==> src/design/abg_pkg.sv <==
`default_nettype none

package abg_pkg;

  // register map, byte address of the one grounding word
  localparam logic [31:0] ABG_GROUND_ADDR = 32'h0400_4408;
  localparam int          ABG_WORD_LSB    = 2;

  // field layout of the grounding word
  localparam int ABG_EXT_LSB   = 0;
  localparam int ABG_EXT_NUM   = 12;
  localparam int ABG_INT_LSB   = 12;
  localparam int ABG_INT_NUM   = 16;
  localparam int ABG_IMPL_BITS = 28;
  localparam int ABG_RSVD_BITS = 4;

  // every implemented bit comes out of reset grounded
  localparam logic [ABG_IMPL_BITS-1:0] ABG_GROUND_RST = 28'hfff_ffff;
  localparam logic [ABG_EXT_NUM-1:0]   ABG_EXT_RST    = 12'hfff;
  localparam logic [ABG_INT_NUM-1:0]   ABG_INT_RST    = 16'hffff;
  localparam logic [ABG_RSVD_BITS-1:0] ABG_RSVD_VAL   = 4'h0;

  // axi responses
  localparam logic [1:0] ABG_RESP_OKAY   = 2'h0;
  localparam logic [1:0] ABG_RESP_DECERR = 2'h3;

  typedef enum logic [1:0] {
    WR_IDLE = 2'h1,
    WR_RESP = 2'h2
  } abg_wr_state_t;

  typedef enum logic [1:0] {
    RD_IDLE = 2'h1,
    RD_RESP = 2'h2
  } abg_rd_state_t;

endpackage : abg_pkg

`default_nettype wire

==> src/design/abg_reg_if.sv <==
`default_nettype none

interface abg_reg_if;
  import abg_pkg::*;

  logic                     wr_en;
  logic [31:0]              wr_data;
  logic [3:0]               wr_strb;
  logic [ABG_IMPL_BITS-1:0] ground;

  modport ctrl (output wr_en, output wr_data, output wr_strb, input ground);
  modport bank (input wr_en, input wr_data, input wr_strb, output ground);
  modport drv  (input ground);

endinterface : abg_reg_if

`default_nettype wire

==> src/design/abg_ground_ctrl.sv <==
// Design decision made here: the AXI4-Lite slave port.
`default_nettype none

module abg_ground_ctrl
  import abg_pkg::*;
(
  input  wire logic                   sys_clk_i,
  input  wire logic                   rst_i,
  input  wire logic [31:0]            s_axi_awaddr_i,
  input  wire logic                   s_axi_awvalid_i,
  output logic                        s_axi_awready_o,
  input  wire logic [31:0]            s_axi_wdata_i,
  input  wire logic [3:0]             s_axi_wstrb_i,
  input  wire logic                   s_axi_wvalid_i,
  output logic                        s_axi_wready_o,
  output logic      [1:0]             s_axi_bresp_o,
  output logic                        s_axi_bvalid_o,
  input  wire logic                   s_axi_bready_i,
  input  wire logic [31:0]            s_axi_araddr_i,
  input  wire logic                   s_axi_arvalid_i,
  output logic                        s_axi_arready_o,
  output logic      [31:0]            s_axi_rdata_o,
  output logic      [1:0]             s_axi_rresp_o,
  output logic                        s_axi_rvalid_o,
  input  wire logic                   s_axi_rready_i,
  output logic      [ABG_EXT_NUM-1:0] ext_bus_ground_en_o,
  output logic      [ABG_INT_NUM-1:0] int_bus_ground_en_o
);

  abg_reg_if regif ();

  // write channel
  abg_wr_state_t wst_r;
  abg_wr_state_t wst_nxt;
  logic          aw_got_r;
  logic          aw_got_nxt;
  logic          w_got_r;
  logic          w_got_nxt;
  logic [31:0]   awaddr_r;
  logic [31:0]   awaddr_nxt;
  logic [31:0]   wdata_r;
  logic [31:0]   wdata_nxt;
  logic [3:0]    wstrb_r;
  logic [3:0]    wstrb_nxt;
  logic          awready_nxt;
  logic          wready_nxt;
  logic          bvalid_nxt;
  logic [1:0]    bresp_nxt;
  logic          wr_go;
  logic          wr_hit;
  logic [31:0]   wr_addr;
  logic          aw_hs;
  logic          w_hs;

  assign aw_hs  = s_axi_awvalid_i && s_axi_awready_o;
  assign w_hs   = s_axi_wvalid_i && s_axi_wready_o;
  // address of the commit cycle, straight from the pins when it arrives last,
  // so the decode does not loop back through the next-state logic
  assign wr_addr = aw_hs ? s_axi_awaddr_i : awaddr_r;
  assign wr_hit  = (wr_addr[31:ABG_WORD_LSB] == ABG_GROUND_ADDR[31:ABG_WORD_LSB]);

  // address and data may arrive in either order; the write commits in the
  // cycle the second of them is taken, so the register and bvalid change
  // together at the same edge
  always_comb begin
    wst_nxt     = wst_r;
    aw_got_nxt  = aw_got_r;
    w_got_nxt   = w_got_r;
    awaddr_nxt  = awaddr_r;
    wdata_nxt   = wdata_r;
    wstrb_nxt   = wstrb_r;
    awready_nxt = s_axi_awready_o;
    wready_nxt  = s_axi_wready_o;
    bvalid_nxt  = s_axi_bvalid_o;
    bresp_nxt   = s_axi_bresp_o;
    wr_go       = 1'b0;
    unique case (wst_r)
      WR_IDLE: begin
        if (aw_hs) begin
          aw_got_nxt  = 1'b1;
          awaddr_nxt  = s_axi_awaddr_i;
          awready_nxt = 1'b0;
        end
        if (w_hs) begin
          w_got_nxt  = 1'b1;
          wdata_nxt  = s_axi_wdata_i;
          wstrb_nxt  = s_axi_wstrb_i;
          wready_nxt = 1'b0;
        end
        if (aw_got_nxt && w_got_nxt) begin
          wr_go       = 1'b1;
          aw_got_nxt  = 1'b0;
          w_got_nxt   = 1'b0;
          awready_nxt = 1'b0;
          wready_nxt  = 1'b0;
          bvalid_nxt  = 1'b1;
          bresp_nxt   = wr_hit ? ABG_RESP_OKAY : ABG_RESP_DECERR;
          wst_nxt     = WR_RESP;
        end
      end
      WR_RESP: begin
        if (s_axi_bready_i) begin
          bvalid_nxt  = 1'b0;
          awready_nxt = 1'b1;
          wready_nxt  = 1'b1;
          wst_nxt     = WR_IDLE;
        end
      end
      default: begin
        aw_got_nxt  = 1'b0;
        w_got_nxt   = 1'b0;
        bvalid_nxt  = 1'b0;
        awready_nxt = 1'b1;
        wready_nxt  = 1'b1;
        wst_nxt     = WR_IDLE;
      end
    endcase
  end

  always_ff @(posedge sys_clk_i) begin
    if (rst_i) begin
      wst_r           <= WR_IDLE;
      aw_got_r        <= 1'b0;
      w_got_r         <= 1'b0;
      awaddr_r        <= 32'h0000_0000;
      wdata_r         <= 32'h0000_0000;
      wstrb_r         <= 4'h0;
      s_axi_awready_o <= 1'b1;
      s_axi_wready_o  <= 1'b1;
      s_axi_bvalid_o  <= 1'b0;
      s_axi_bresp_o   <= ABG_RESP_OKAY;
    end else begin
      wst_r           <= wst_nxt;
      aw_got_r        <= aw_got_nxt;
      w_got_r         <= w_got_nxt;
      awaddr_r        <= awaddr_nxt;
      wdata_r         <= wdata_nxt;
      wstrb_r         <= wstrb_nxt;
      s_axi_awready_o <= awready_nxt;
      s_axi_wready_o  <= wready_nxt;
      s_axi_bvalid_o  <= bvalid_nxt;
      s_axi_bresp_o   <= bresp_nxt;
    end
  end

  // an unmapped write is answered but never reaches the bank
  assign regif.wr_en   = wr_go && wr_hit;
  assign regif.wr_data = wdata_nxt;
  assign regif.wr_strb = wstrb_nxt;

  // read channel
  abg_rd_state_t rst_st_r;
  abg_rd_state_t rst_st_nxt;
  logic          arready_nxt;
  logic          rvalid_nxt;
  logic [31:0]   rdata_nxt;
  logic [1:0]    rresp_nxt;
  logic          ar_hs;
  logic          rd_hit;

  assign ar_hs  = s_axi_arvalid_i && s_axi_arready_o;
  assign rd_hit = (s_axi_araddr_i[31:ABG_WORD_LSB] == ABG_GROUND_ADDR[31:ABG_WORD_LSB]);

  always_comb begin
    rst_st_nxt  = rst_st_r;
    arready_nxt = s_axi_arready_o;
    rvalid_nxt  = s_axi_rvalid_o;
    rdata_nxt   = s_axi_rdata_o;
    rresp_nxt   = s_axi_rresp_o;
    unique case (rst_st_r)
      RD_IDLE: begin
        if (ar_hs) begin
          arready_nxt = 1'b0;
          rvalid_nxt  = 1'b1;
          if (rd_hit) begin
            rdata_nxt = {ABG_RSVD_VAL, regif.ground};
            rresp_nxt = ABG_RESP_OKAY;
          end else begin
            rdata_nxt = 32'h0000_0000;
            rresp_nxt = ABG_RESP_DECERR;
          end
          rst_st_nxt = RD_RESP;
        end
      end
      RD_RESP: begin
        if (s_axi_rready_i) begin
          rvalid_nxt  = 1'b0;
          arready_nxt = 1'b1;
          rst_st_nxt  = RD_IDLE;
        end
      end
      default: begin
        rvalid_nxt  = 1'b0;
        arready_nxt = 1'b1;
        rst_st_nxt  = RD_IDLE;
      end
    endcase
  end

  always_ff @(posedge sys_clk_i) begin
    if (rst_i) begin
      rst_st_r        <= RD_IDLE;
      s_axi_arready_o <= 1'b1;
      s_axi_rvalid_o  <= 1'b0;
      s_axi_rdata_o   <= 32'h0000_0000;
      s_axi_rresp_o   <= ABG_RESP_OKAY;
    end else begin
      rst_st_r        <= rst_st_nxt;
      s_axi_arready_o <= arready_nxt;
      s_axi_rvalid_o  <= rvalid_nxt;
      s_axi_rdata_o   <= rdata_nxt;
      s_axi_rresp_o   <= rresp_nxt;
    end
  end

  // storage and switch drive
  abg_ground_bank u_bank (
    .sys_clk_i (sys_clk_i),
    .rst_i     (rst_i),
    .regif     (regif)
  );

  // the extra flop stage delays switch changes by one cycle after the write
  abg_switch_drv u_drv (
    .sys_clk_i           (sys_clk_i),
    .rst_i               (rst_i),
    .regif               (regif),
    .ext_bus_ground_en_o (ext_bus_ground_en_o),
    .int_bus_ground_en_o (int_bus_ground_en_o)
  );
endmodule : abg_ground_ctrl

`default_nettype wire

==> src/design/abg_ground_bank.sv <==
`default_nettype none

module abg_ground_bank
  import abg_pkg::*;
(
  input  wire logic sys_clk_i,
  input  wire logic rst_i,
  abg_reg_if.bank   regif
);

  logic [ABG_IMPL_BITS-1:0] ground_r;
  logic [ABG_IMPL_BITS-1:0] ground_nxt;

  // one flop per switch, each lane written only under its byte strobe
  genvar b;
  for (b = 0; b < ABG_IMPL_BITS; b++) begin : g_bit
    always_comb begin
      ground_nxt[b] = ground_r[b];
      if (regif.wr_en && regif.wr_strb[b/8]) begin
        ground_nxt[b] = regif.wr_data[b];
      end
    end
  end

  always_ff @(posedge sys_clk_i) begin
    if (rst_i) begin
      ground_r <= ABG_GROUND_RST;
    end else begin
      ground_r <= ground_nxt;
    end
  end

  assign regif.ground = ground_r;

endmodule : abg_ground_bank

`default_nettype wire

==> src/design/abg_switch_drv.sv <==
`default_nettype none

module abg_switch_drv
  import abg_pkg::*;
(
  input  wire logic                   sys_clk_i,
  input  wire logic                   rst_i,
  abg_reg_if.drv                      regif,
  output logic      [ABG_EXT_NUM-1:0] ext_bus_ground_en_o,
  output logic      [ABG_INT_NUM-1:0] int_bus_ground_en_o
);

  logic [ABG_EXT_NUM-1:0] ext_nxt;
  logic [ABG_INT_NUM-1:0] int_nxt;

  // retimed so the switch enables leave the block from flops
  always_comb begin
    ext_nxt = regif.ground[ABG_EXT_LSB +: ABG_EXT_NUM];
    int_nxt = regif.ground[ABG_INT_LSB +: ABG_INT_NUM];
  end

  always_ff @(posedge sys_clk_i) begin
    if (rst_i) begin
      ext_bus_ground_en_o <= ABG_EXT_RST;
      int_bus_ground_en_o <= ABG_INT_RST;
    end else begin
      ext_bus_ground_en_o <= ext_nxt;
      int_bus_ground_en_o <= int_nxt;
    end
  end

endmodule : abg_switch_drv

`default_nettype wire

==> config.mk <==
export PLATFORM = sky130hd
export DESIGN_NAME = abg_ground_ctrl
export DESIGN_NICKNAME = d
export VERILOG_FILES = /design/src/design/abg_pkg.sv /design/src/design/abg_reg_if.sv /design/src/design/abg_ground_ctrl.sv /design/src/design/abg_ground_bank.sv /design/src/design/abg_switch_drv.sv
export SDC_FILE = /design/constraint.sdc
export NUM_CORES = 1
export LEC_CHECK = 0
export BUFFER_PORTS_ARGS = -buffer_cell sky130_fd_sc_hd__buf_2
export CAP_MARGIN = 20
export CORE_ASPECT_RATIO = 1.2
export CORE_MARGIN = 4
export CORE_UTILIZATION = 35
export CTS_CLUSTER_SIZE = 20
export DETAILED_ROUTE_END_ITERATION = 7
export HOLD_SLACK_MARGIN = 0.05
export SLEW_MARGIN = 20
export SYNTH_ARGS = -nofsm -noshare
export SYNTH_HDL_FRONTEND = slang
export SYNTH_SLANG_ARGS = --single-unit
==> constraint.sdc <==
create_clock -name sys_clk_i -period 2.1 [get_ports sys_clk_i]
set_input_delay 0.105 -clock sys_clk_i [delete_from_list [all_inputs] [get_ports sys_clk_i]]
set_output_delay 0.105 -clock sys_clk_i [all_outputs]
set_load 0.005 [all_outputs]
==> After elaboration in Yosys (flattened, before gate mapping) <==
Index checks and enable logic that the tools add are counted.
{ "classes": {"n_eq_ne": 12, "reduce_logical": 16, "mux": 40} }
{ "op_table": {"columns": ["op", "n"], "rows": [
  ["$mux 28", 3],
  ["$eq 30x25->1 const B", 2],
  ["$mux 32", 1],
  ["$mux 1", 19],
  ["$pmux 1 s2", 7],
  ["$reduce_and 2->1", 7],
  ["$mux 2", 6],
  ["$logic_and 1x1->1", 9],
  ["$mux 4", 2],
  ["$ne 2x2->1 const B", 4],
  ["$pmux 2 s2", 2],
  ["$ne 3x3->1 const B", 2],
  ["$eq 2x1->1 const B", 2],
  ["$eq 2x2->1 const B", 2]
]} }
{ "totals": {"out_inout_bits": 69, "in_bits": 107, "word_cells": 90, "ff_bits": 167} }

==> Depth between registers and ports, before layout <==
Gate-level depths: netlist (run 1).
{ "logic_depth": {"ltp_word": 8, "depth_mapped": 7, "ltp_nobuf": 5} }

==> Hierarchy <==
A second synthesis (run 1) with hierarchy kept.
{ "hier_totals": {"hier_cells": 611, "area_unflattened_um2": 5955.7} }
{ "by_module_without_submodules": {"columns": ["mod", "cells_each", "area_each_um2", "instances", "seq_area_each_um2"], "rows": [
  ["abg_ground_ctrl", 459, 4165.2, 1, 2082.0],
  ["abg_ground_bank", 94, 1032.2, 1, 560.5],
  ["abg_switch_drv", 58, 758.2, 1, 560.5]
]} }

==> Worst setup path before layout (run 1) <==
No wires, ideal clock.
{ "synth_path": {"kind": "reg2reg", "from": "register wst_r[0]", "to": "register u_bank.ground_r[10], in the netlist u_bank.regif.ground[10]", "setup_ns": 0.121, "stages_incl_launch_ff": 8, "path_buffers": 2, "arrival_ns": 1.587, "synth_period_minus_slack_ns": 1.708, "path_slack_ns": 0.392, "required_ns": 1.979, "path_cell_list": "dfxtp_1 > nor2b_1 > buf_4 > nand3_4 > buf_6 > mux2i_1 > nand3b_4 > mux2_2"} }
{ "synth_via": {"elab_chain_len": 4, "elab_cells_between_ends": 6, "cone_classes": "1 x eq/ne; 3 x mux; 2 x reduce/logical"} }
{ "synth_rtl": {"columns": ["element", "line_no", "text"], "rows": [
  ["start: declaration", "abg_ground_ctrl.sv:33", "abg_wr_state_t wst_r;"],
  ["start signal: assignment", "abg_ground_ctrl.sv:133", "wst_r <= wst_nxt;"],
  ["$eq 2x1->1 (*)", "abg_ground_ctrl.sv:77", "unique case (wst_r)"],
  ["$mux 1", "abg_ground_ctrl.sv:77", null],
  ["$logic_and 1x1->1", "abg_ground_ctrl.sv:147", "assign regif.wr_en = wr_go && wr_hit;"],
  ["$logic_and 1x1->1", "abg_ground_bank.sv:19", "if (regif.wr_en && regif.wr_strb[b/8]) begin"],
  ["end signal: assignment", "abg_ground_bank.sv:29", "ground_r <= ground_nxt;"],
  ["end: declaration", "abg_ground_bank.sv:11", "logic [ABG_IMPL_BITS-1:0] ground_r;"]
]} }
Every way passes the cells marked *; elsewhere a longest branch is shown, timed or not.
A chain may end at the register's enable or synchronous reset.

==> Final worst setup path (run 1) <==
{ "layout_path": {"from": "input port s_axi_awaddr_i[30]", "to": "register u_bank.ground_r[15], in the netlist u_bank.regif.ground[15]"} }
{ "layout_via": {"elab_chain_len": 4} }
{ "layout_rtl": {"columns": ["element", "line_no", "text"], "rows": [
  ["start: declaration", "abg_ground_ctrl.sv:9", "input wire logic [31:0] s_axi_awaddr_i,"],
  ["$mux 32", null, null],
  ["$eq 30x25->1", "abg_ground_ctrl.sv:60", "assign wr_hit = (wr_addr[31:ABG_WORD_LSB] == ABG_GROUND_ADDR[31:ABG_WORD_LSB]);"],
  ["$logic_and 1x1->1", "abg_ground_ctrl.sv:147", null],
  ["$logic_and 1x1->1", "abg_ground_bank.sv:19", null]
]} }
No other way between the ends.

==> results of run 1 <==
==> repair_timing <==
item,in CTS,in global routing
buffers inserted,0,0
hold buffers,63,0
endpoints found under the setup margin,0,1
hold endpoints to repair,66,0
==> sequential cells by signal, summed over array words and instances (netlist names) <==
signal                     cells
wst_r                          1
wdata_r                       28
u_bank.regif.ground           28
rst_st_r                       1
u_drv.int_bus_ground_en_o     16
s_axi_rresp_o                  1
aw_got_r                       1
s_axi_rvalid_o                 1
awaddr_r                      30
u_drv.ext_bus_ground_en_o     12
w_got_r                        1
wstrb_r                        4
s_axi_wready_o                 1
s_axi_awready_o                1
s_axi_rdata_o                 28
s_axi_bvalid_o                 1
s_axi_bresp_o                  1
==> power by group through the flow <==
stage | Clock [W] | Sequential (W) | Combinational [W]
global route | 0.00330 | 0.00346 | 0.00196
detailed placement | 0 | 0.00349 | 0.00166
floorplan | 0 | 0.00346 | 0.00127
CTS | 0.00320 | 0.00343 | 0.00176
finish | 0.00312 | 0.00343 | 0.00175
global placement | 0 | 0.00347 | 0.00163
==> area by class of cell <==
class | count | area (µm²)
sequential | 156 | 3120
fill | 1446 | 7890
timing repair buffer | 236 | 1540
inverter | 2 | 7.51
clock buffer | 19 | 443
tap | 208 | 260
clock inverter | 12 | 164
multi-input combinational | 374 | 2400
==> cell families (layout without fill, tap and decap cells) <==
logic type	count (synthesis)	in the layout	synth area share, %
muxes	60	60	11.3
other	1	4	0.0657
AOI/OAI and AO/OA	72	72	8.19
DFF	156	156	54.7
buffers and inverters	41	269	3.59
and+or+nand+nor	238	238	22.1
==> stage by stage <==
step                      instances  power (W)
after floorplan                 571    0.00473
after global placement          913    0.00510
final                          1007    0.00829
after CTS                      1007    0.00839
after detailed placement        913    0.00516
after global routing           1007    0.00872
==> synth_stat cells <==
cell / number / area (µm²)
dfxtp_1: 156 / 3120
nor2_1: 67 / 251
nand2_1: 66 / 248
a21oi_1: 34 / 170
mux2i_1: 31 / 310
a22oi_1: 29 / 218
or2_2: 28 / 175
mux2_2: 26 / 293
clkbuf_1: 24 / 90.1
nand2b_1: 18 / 113
or2b_1: 14 / 105
nor4_1: 13 / 81.3
buf_4: 7 / 52.6
nor4b_1: 5 / 43.8
o21ai_0: 5 / 25.0
nand4_1: 4 / 25.0
nor2b_1: 4 / 25.0
buf_1: 3 / 11.3
buf_6: 3 / 33.8
mux2_4: 3 / 45.0
nand3b_1: 3 / 22.5
nand3b_4: 3 / 60.1
nor3_1: 3 / 15.0
and2_1: 2 / 12.5
buf_2: 2 / 10.0
inv_1: 2 / 7.51
nand3_1: 2 / 10.0
nor4b_2: 2 / 30.0
a21boi_4: 1 / 18.8
a2bb2oi_1: 1 / 8.76
conb_1: 1 / 3.75
nand3_2: 1 / 10.0
nand3_4: 1 / 17.5
nand4b_1: 1 / 8.76
nor4bb_1: 1 / 10.0
o21bai_1: 1 / 7.51
o22ai_4: 1 / 20.0
==> worst min path at each step <==
stage	end	depth (start not counted)	slack (ps)	from
final	s_axi_wready_o	4	80	s_axi_wvalid_i
after global routing	wstrb_r[3]	3	70	s_axi_wstrb_i[3]
after CTS	wstrb_r[3]	3	60	s_axi_wstrb_i[3]
after detailed placement	wdata_r[22]	3	360	s_axi_wdata_i[22]
after global placement	wdata_r[11]	3	350	s_axi_wdata_i[11]
after floorplan	awaddr_r[10]	2	240	s_axi_awaddr_i[10]
==> worst reg2reg max path, cell delays in order, from the launching register on <==
cell and delay [ps]:
dfxtp_1 310, nor4_1 330, nand3_1 200, o22ai_4 380, nand3b_4 250, mux2_4 350
==> per-layer routing <==
metal | track usage [%] | routed length [µm] | vias up | share of wire (%)
li1 | - | - | 2355 | -
met3 | 5.89 | 928 | 27 | 6.4
met4 | 5.98 | 317 | 0 | 2.2
met2 | 27.2 | 7280 | 126 | 50
met5 | 0 | 0 | - | 0
met1 | 17.0 | 5960 | 2222 | 41
==> metrics, run 1 <==
GP Congestion=around 0.84; IO buf count=between 150 and 200; max incr delay on CP=between 500 and 600 ps; Antenna Nets Post-Route=0; H-tree depth=4; worst path bufs/invs=2; worst skew pair latency=420 ps; CP delay by family, top=simple AND/OR/NAND/NOR gates; initial antenna violation count=0; FF+latch count, synth=between 150 and 200; cells after synthesis=around 570; maximum clock frequency=491 MHz; leakage=approximately 3.5 nW; Critical Path Sink=u_bank.regif.ground[15]; most frequent cells in the layout=buf_2 (162), dfxtp_1 (156), nor2_1 (67); Reg power frac=between 40% and 50%; Critical Path End Type=flip-flop; setup violators final=0; worst r2r src=awaddr_r[18]; Critical Path Slowest Stage Cell=dlygate4sd3_1; pin count of the biggest net entering global routing=121; Setup WS pre-CTS=approximately 160 ps; DR iter-0 viols=between 150 and 200; Starting Density=36.1%; status=finished, final reports clean; total track usage=between 15 and 20%; WS Path Type=in2reg; fin nets=a little under 900; Netlist cell types=37; worst hold-check path type=in2reg; setup TNS=0 ps; cell area after synthesis=roughly 0.0057 mm²; yosys warns=0; drt pass-1 iters=4; Vias=roughly 4700; first-pass GRT wire length=23.3 mm; Via density=between 4 and 5; CP required=2410 ps; Final Hold Violating Endpoints=0; total CTS buffers=17; Final Cycle Share=between 90% and 100%; chip width=about 120 µm; Sw Share=27.7%; design area=slightly below 0.008 mm²; vias in the first global route=4868; n_diodes=0; CTS tree=built; CP Max Fanout=8; area of the core=~0.016 mm²; area grow syn2layout=38.9%; Rows=50; Clock Tree Buf Depth=2; Switch Pwr=~0.0023 W; DP Area=roughly 0.0067 mm²; Worst Reg2Reg Path Length in Cells=5; max-cap viol count=0; DR DRC count=0; Int Pwr=roughly 0.006 W; Die ar.=~0.018 mm²; final core utilization=50.1%; worst setup path start=s_axi_awaddr_i[30]; worst slew pin tran=roughly 1000 ps; share of cells above drive strength 1=33.8%; Rel. slew slack=31.5%; PostCTS Resize Cnt=0; Final Slew Violations=0; startpoint types=input port; syn_area_per_cell=~10 µm²; endpoint of the worst register-to-register path=u_bank.regif.ground[15]; number of cells on the critical path=7; gr ovfl total=0; reg-to-reg setup timing slack=about 170 ps; pwr/cell area=1050 mW/mm²; num ports=about 180; clk root buf=clkbuf_16; Hold Slack=about 79 ps; minimum clock period=a little over 2000 ps; Die Y=between 100 and 150 µm; RSZ-0062 raised after global routing=false; crit-path cells=dlygate4sd3_1, buf_2, nor4_1, nand4_1, o22ai_4, nand3b_4, mux2_4; most common cell after layout, fill and taps aside=buf_2; DP HPWL=roughly 9.9 mm; DRT Wirelength=14.5 mm; clock share of power=between 30% and 40%; WP data arrival=between 2000 and 2500 ps; Final Skew=just under 10 ps; post-synthesis sequential area ratio=approximately 55%; clock transition at the registers of the reported paths=60 ps; Routed WL per cell=roughly 14 µm; Gate power share=a little over a fifth; Clock Sinks=around 160; maximum VDD drop=0.480 mV; Setup WS post-layout=about 63 ps
Power figures use the tool's default switching activity.
==> run 2: changes to the inputs <==
Settings changed: BUFFER_PORTS_ARGS -buffer_cell sky130_fd_sc_hd__buf_2 to unset, DONT_BUFFER_PORTS set to 1.
==> metrics, run 2 (synthesis results as in run 1) <==
status=finished, final reports clean; IO buf count=0; setup bufs post-CTS=0; design area=approximately 0.0075 mm²; setup TNS=0 ps; first-pass GRT wire length=roughly 23 mm; WL met2=about 7.4 mm; clk root buf=clkbuf_16; CTS tree=built; worst skew pair latency=~420 ps; pin count of the biggest net entering global routing=129; DRT Wirelength=between 10 and 15 mm; area grow syn2layout=30.5%; area of the core=between 0.015 and 0.02 mm²; most common cell after layout, fill and taps aside=dfxtp_1; total CTS buffers=17; pwr/cell area=roughly 1100 mW/mm²; Hold Slack=70.3 ps; Final Hold Violating Endpoints=0; fillers=1433; WS Path Type=reg2reg; H-tree depth=4; maximum clock frequency=~500 MHz; DR iter-0 viols=about 200; metal3 WL=1.12 mm; startpoint types=flip-flop; initial antenna violation count=0; chip width=around 120 µm; Die ar.=around 0.018 mm²; max FFs per register=30; n_diodes=0; Final Skew=7.63 ps; vias in the first global route=about 4500; setup violators final=0; num ports=about 180; DR DRC count=0; Clock Tree Buf Depth=2; worst hold-check path type=in2reg; Via density=4.93; total track usage=between 10% and 20%; Vias=approximately 4300; leakage=3.03 nW; minimum clock period=2000 ps; Reg with most FFs=awaddr_r; Final Power=about 0.0084 W; Rows=50; Final Cycle Share=a little over nine tenths; WP data arrival=around 2400 ps; Starting Density=between 30% and 40%; Antenna Nets Post-Route=0; Die Y=roughly 150 µm; gr ovfl total=0; Rel. slew slack=roughly two thirds; max-cap viol count=0; most frequent cells in the layout=dfxtp_1 (156), dlygate4sd3_1 (94), nor2_1 (67); maximum VDD drop=roughly 0.62 mV; drt pass-1 iters=4; CP required=about 2500 ps; Final Slew Violations=0; GP Congestion=just under 0.8; share of cells above drive strength 1=between 10% and 20%; Critical Path End Type=flip-flop; Routed WL per cell=about 17 µm; DP Area=just under 0.006 mm²; met1 wire length=roughly 5.8 mm; clock transition at the registers of the reported paths=about 60 ps; CP Max Fanout=29; DP HPWL=between 9 and 10 mm; Clock Sinks=between 150 and 200; RSZ-0062 raised after global routing=false; fin nets=~760; uppermost layer routed=met4; worst slew pin tran=approximately 500 ps
==> run 2: changes by cell type in the layout (fill, tap and decap cells not counted), moves of 2 or more <==
cell / before / now
buf_4: 10 / 6
dlygate4sd3_1: 63 / 94
clkinvlp_4: 1 / 3
buf_2: 162 / 0
clkinv_4: 5 / 2
==> run 2: worst paths after layout <==
check	from	to	slack, ps	cells past startpoint
worst max-delay path	s_axi_rvalid_o	s_axi_rdata_o[13]	100	7
worst min-delay path	rst_i	wdata_r[18]	70	2
worst max register to register	s_axi_rvalid_o	s_axi_rdata_o[13]	100	7
worst min register to register	u_bank.regif.ground[3]	u_drv.ext_bus_ground_en_o[3]	450	1
==> run 2: routing by layer <==
layer  GRT usage [%]  up-vias
li1                -     2079
met2            26.7      126
met1            16.7     2084
met3            7.37       21
met5               0        -
met4            5.76        0
==> run 2: cell type report <==
type                            instances  area, µm²  area share [%]
Sequential cell                       156       3120            41.9
Tap cell                              208        260            3.49
Clock buffer                           19        453            6.08
Clock inverter                         12        161            2.17
Inverter                                2       7.51           0.101
Timing Repair Buffer                  103       1040            14.0
Multi-Input combinational cell        374       2400            32.2
==> run 2: stage by stage <==
stage	cells	worst slack (ps)	util (%)
floorplan	571	392	-
global placement	748	181	37.0
detailed placement	748	156	37.0
CTS	874	87.8	47.0
global route	874	23.3	47.1
finish	874	97.4	47.1
==> run 2: repair_timing <==
action,in CTS,in global routing
resized for setup,0,2
endpoints found under the setup margin,0,17
hold buffers,95,0
hold endpoints to repair,156,0
==> run 2: power by group <==
part	internal, W	leakage, nW	total [W]	switching [W]
clock network	0.00194	0.292	0.00317	0.00123
registers	0.00328	1.27	0.00344	0.000163
logic	0.000839	1.47	0.00176	0.000922
total	0.00605	3.03	0.00837	0.00231
==> run 2: worst max-delay path: stages, from the launching register on <==
cell	delay, ps
dfxtp_1	330
nand3b_1	180
nand3b_1	180
nor3_2	150
buf_6	300
a22oi_1	110
nor2_1	120
dlygate4sd3_1	560
==> run 3: changes to the inputs <==
Settings changed: REMOVE_ABC_BUFFERS set to 1.
==> metrics, run 3 (synthesis results as in run 1) <==
initial antenna violation count=0; worst slew pin tran=roughly 530 ps; H-tree depth=4; total track usage=approximately 15%; DP HPWL=8.94 mm; total CTS buffers=17; DR iter-0 viols=147; RSZ-0062 raised after global routing=false; area of the core=approximately 0.016 mm²; DR DRC count=0; Antenna Nets Post-Route=0; worst r2r src=s_axi_rvalid_o; area grow syn2layout=28.1%; most frequent cells in the layout=dfxtp_1 (156), dlygate4sd3_1 (74), nor2_1 (67); vias in the first global route=roughly 4300; Rows=50; design area=approximately 0.0073 mm²; leakage=~3 nW; clk root buf=clkbuf_16; Starting Density=a little over a third; clock transition at the registers of the reported paths=approximately 70 ps; CP Max Fanout=29; Rel. slew slack=64.7%; Clock Sinks=156; Critical Path End Type=flip-flop; DP Area=a little under 0.006 mm²; worst setup path start=s_axi_rvalid_o; setup bufs post-CTS=0; first-pass GRT wire length=22.4 mm; Vias=around 4300; Hold Crit Start=rst_i; Reg with most FFs=awaddr_r; final core utilization=a little under half; IO buf count=0; startpoint types=flip-flop; fin nets=744; worst hold-check path type=in2reg; chip width=125 µm; CTS tree=built; Final Power=0.00853 W; maximum clock frequency=503 MHz; pin count of the biggest net entering global routing=roughly 130; WS Path Type=reg2reg; WP data arrival=between 2000 and 2500 ps; n_diodes=0; Final Skew=just under 9 ps; Via density=between 4 and 5; max FFs per register=30; pwr/cell area=~1200 mW/mm²; Clock Tree Buf Depth=2; Die Y=roughly 150 µm; max-cap viol count=0; share of cells above drive strength 1=17.1%; status=finished, final reports clean; setup violators final=0; gr ovfl total=0; worst skew pair latency=420 ps; Die ar.=0.0184 mm²; most common cell after layout, fill and taps aside=dfxtp_1; drt pass-1 iters=5; Hold Slack=~75 ps; Final Cycle Share=a little over nine tenths; CP required=2460 ps; maximum VDD drop=between 0.5 and 0.6 mV; DRT Wirelength=14.0 mm; Routed WL per cell=16.3 µm; minimum clock period=around 2000 ps; Final Slew Violations=0; GP Congestion=between 0.8 and 0.9; Final Hold Violating Endpoints=0; num ports=between 150 and 200
[run 3: timing repair]
action / 4_1_cts / 5_1_grt
hold buffers: 75 / 0
gates resized for setup: 0 / 5
endpoints found under the hold margin: 156 / 0
setup endpoints to repair: 0 / 24
[run 3: power by group]
group	internal, W	switching [W]
registers	0.00328	0.000153
clock network	0.00203	0.00127
logic	0.000872	0.000937
total	0.00617	0.00236
[run 3: final cells by class]
type                    instances  area [µm²]
clock buffers                  18         429
clock inverters                14         210
fillers                      1488        8510
inverters                       2        7.51
multi-input cells             374        2400
flip-flops and latches        156        3120
well taps                     208         260
repair buffers                 86         887
[run 3: worst max-delay path, cell delays in order, from the launching register on]
cell and delay (ps):
dfxtp_1 330, nand3b_1 190, nand3b_1 180, nor3_2 170
buf_8 270, a22oi_1 100, nor2_1 120, dlygate4sd3_1 560
[run 3: metrics by stage]
step                setup TNS, ps  setup slack, ps  instances
floorplan                  -29490            -1020        532
global placement                0              123        751
detailed placement              0              102        751
CTS                             0             37.0        858
global route                    0             9.53        858
finish                          0              113        858
[run 3: worst paths after layout]
| path | end | slack [ps] | cells past startpoint |
|---|---|---|---|
| worst max-delay path | s_axi_rdata_o[18] | 110 | 7 |
| worst max register to register | s_axi_rdata_o[18] | 110 | 7 |
| worst min-delay path | s_axi_rdata_o[17] | 70 | 2 |
| worst min register to register | awaddr_r[28] | 460 | 2 |
[run 3: layer usage]
metal / up-vias / global-route usage, % / wire, µm
li1: 2052 / - / -
met1: 2059 / 17.5 / 5590
met2: 135 / 25.4 / 7130
met3: 16 / 5.46 / 1050
met4: 0 / 5.76 / 215
met5: - / 0 / 0
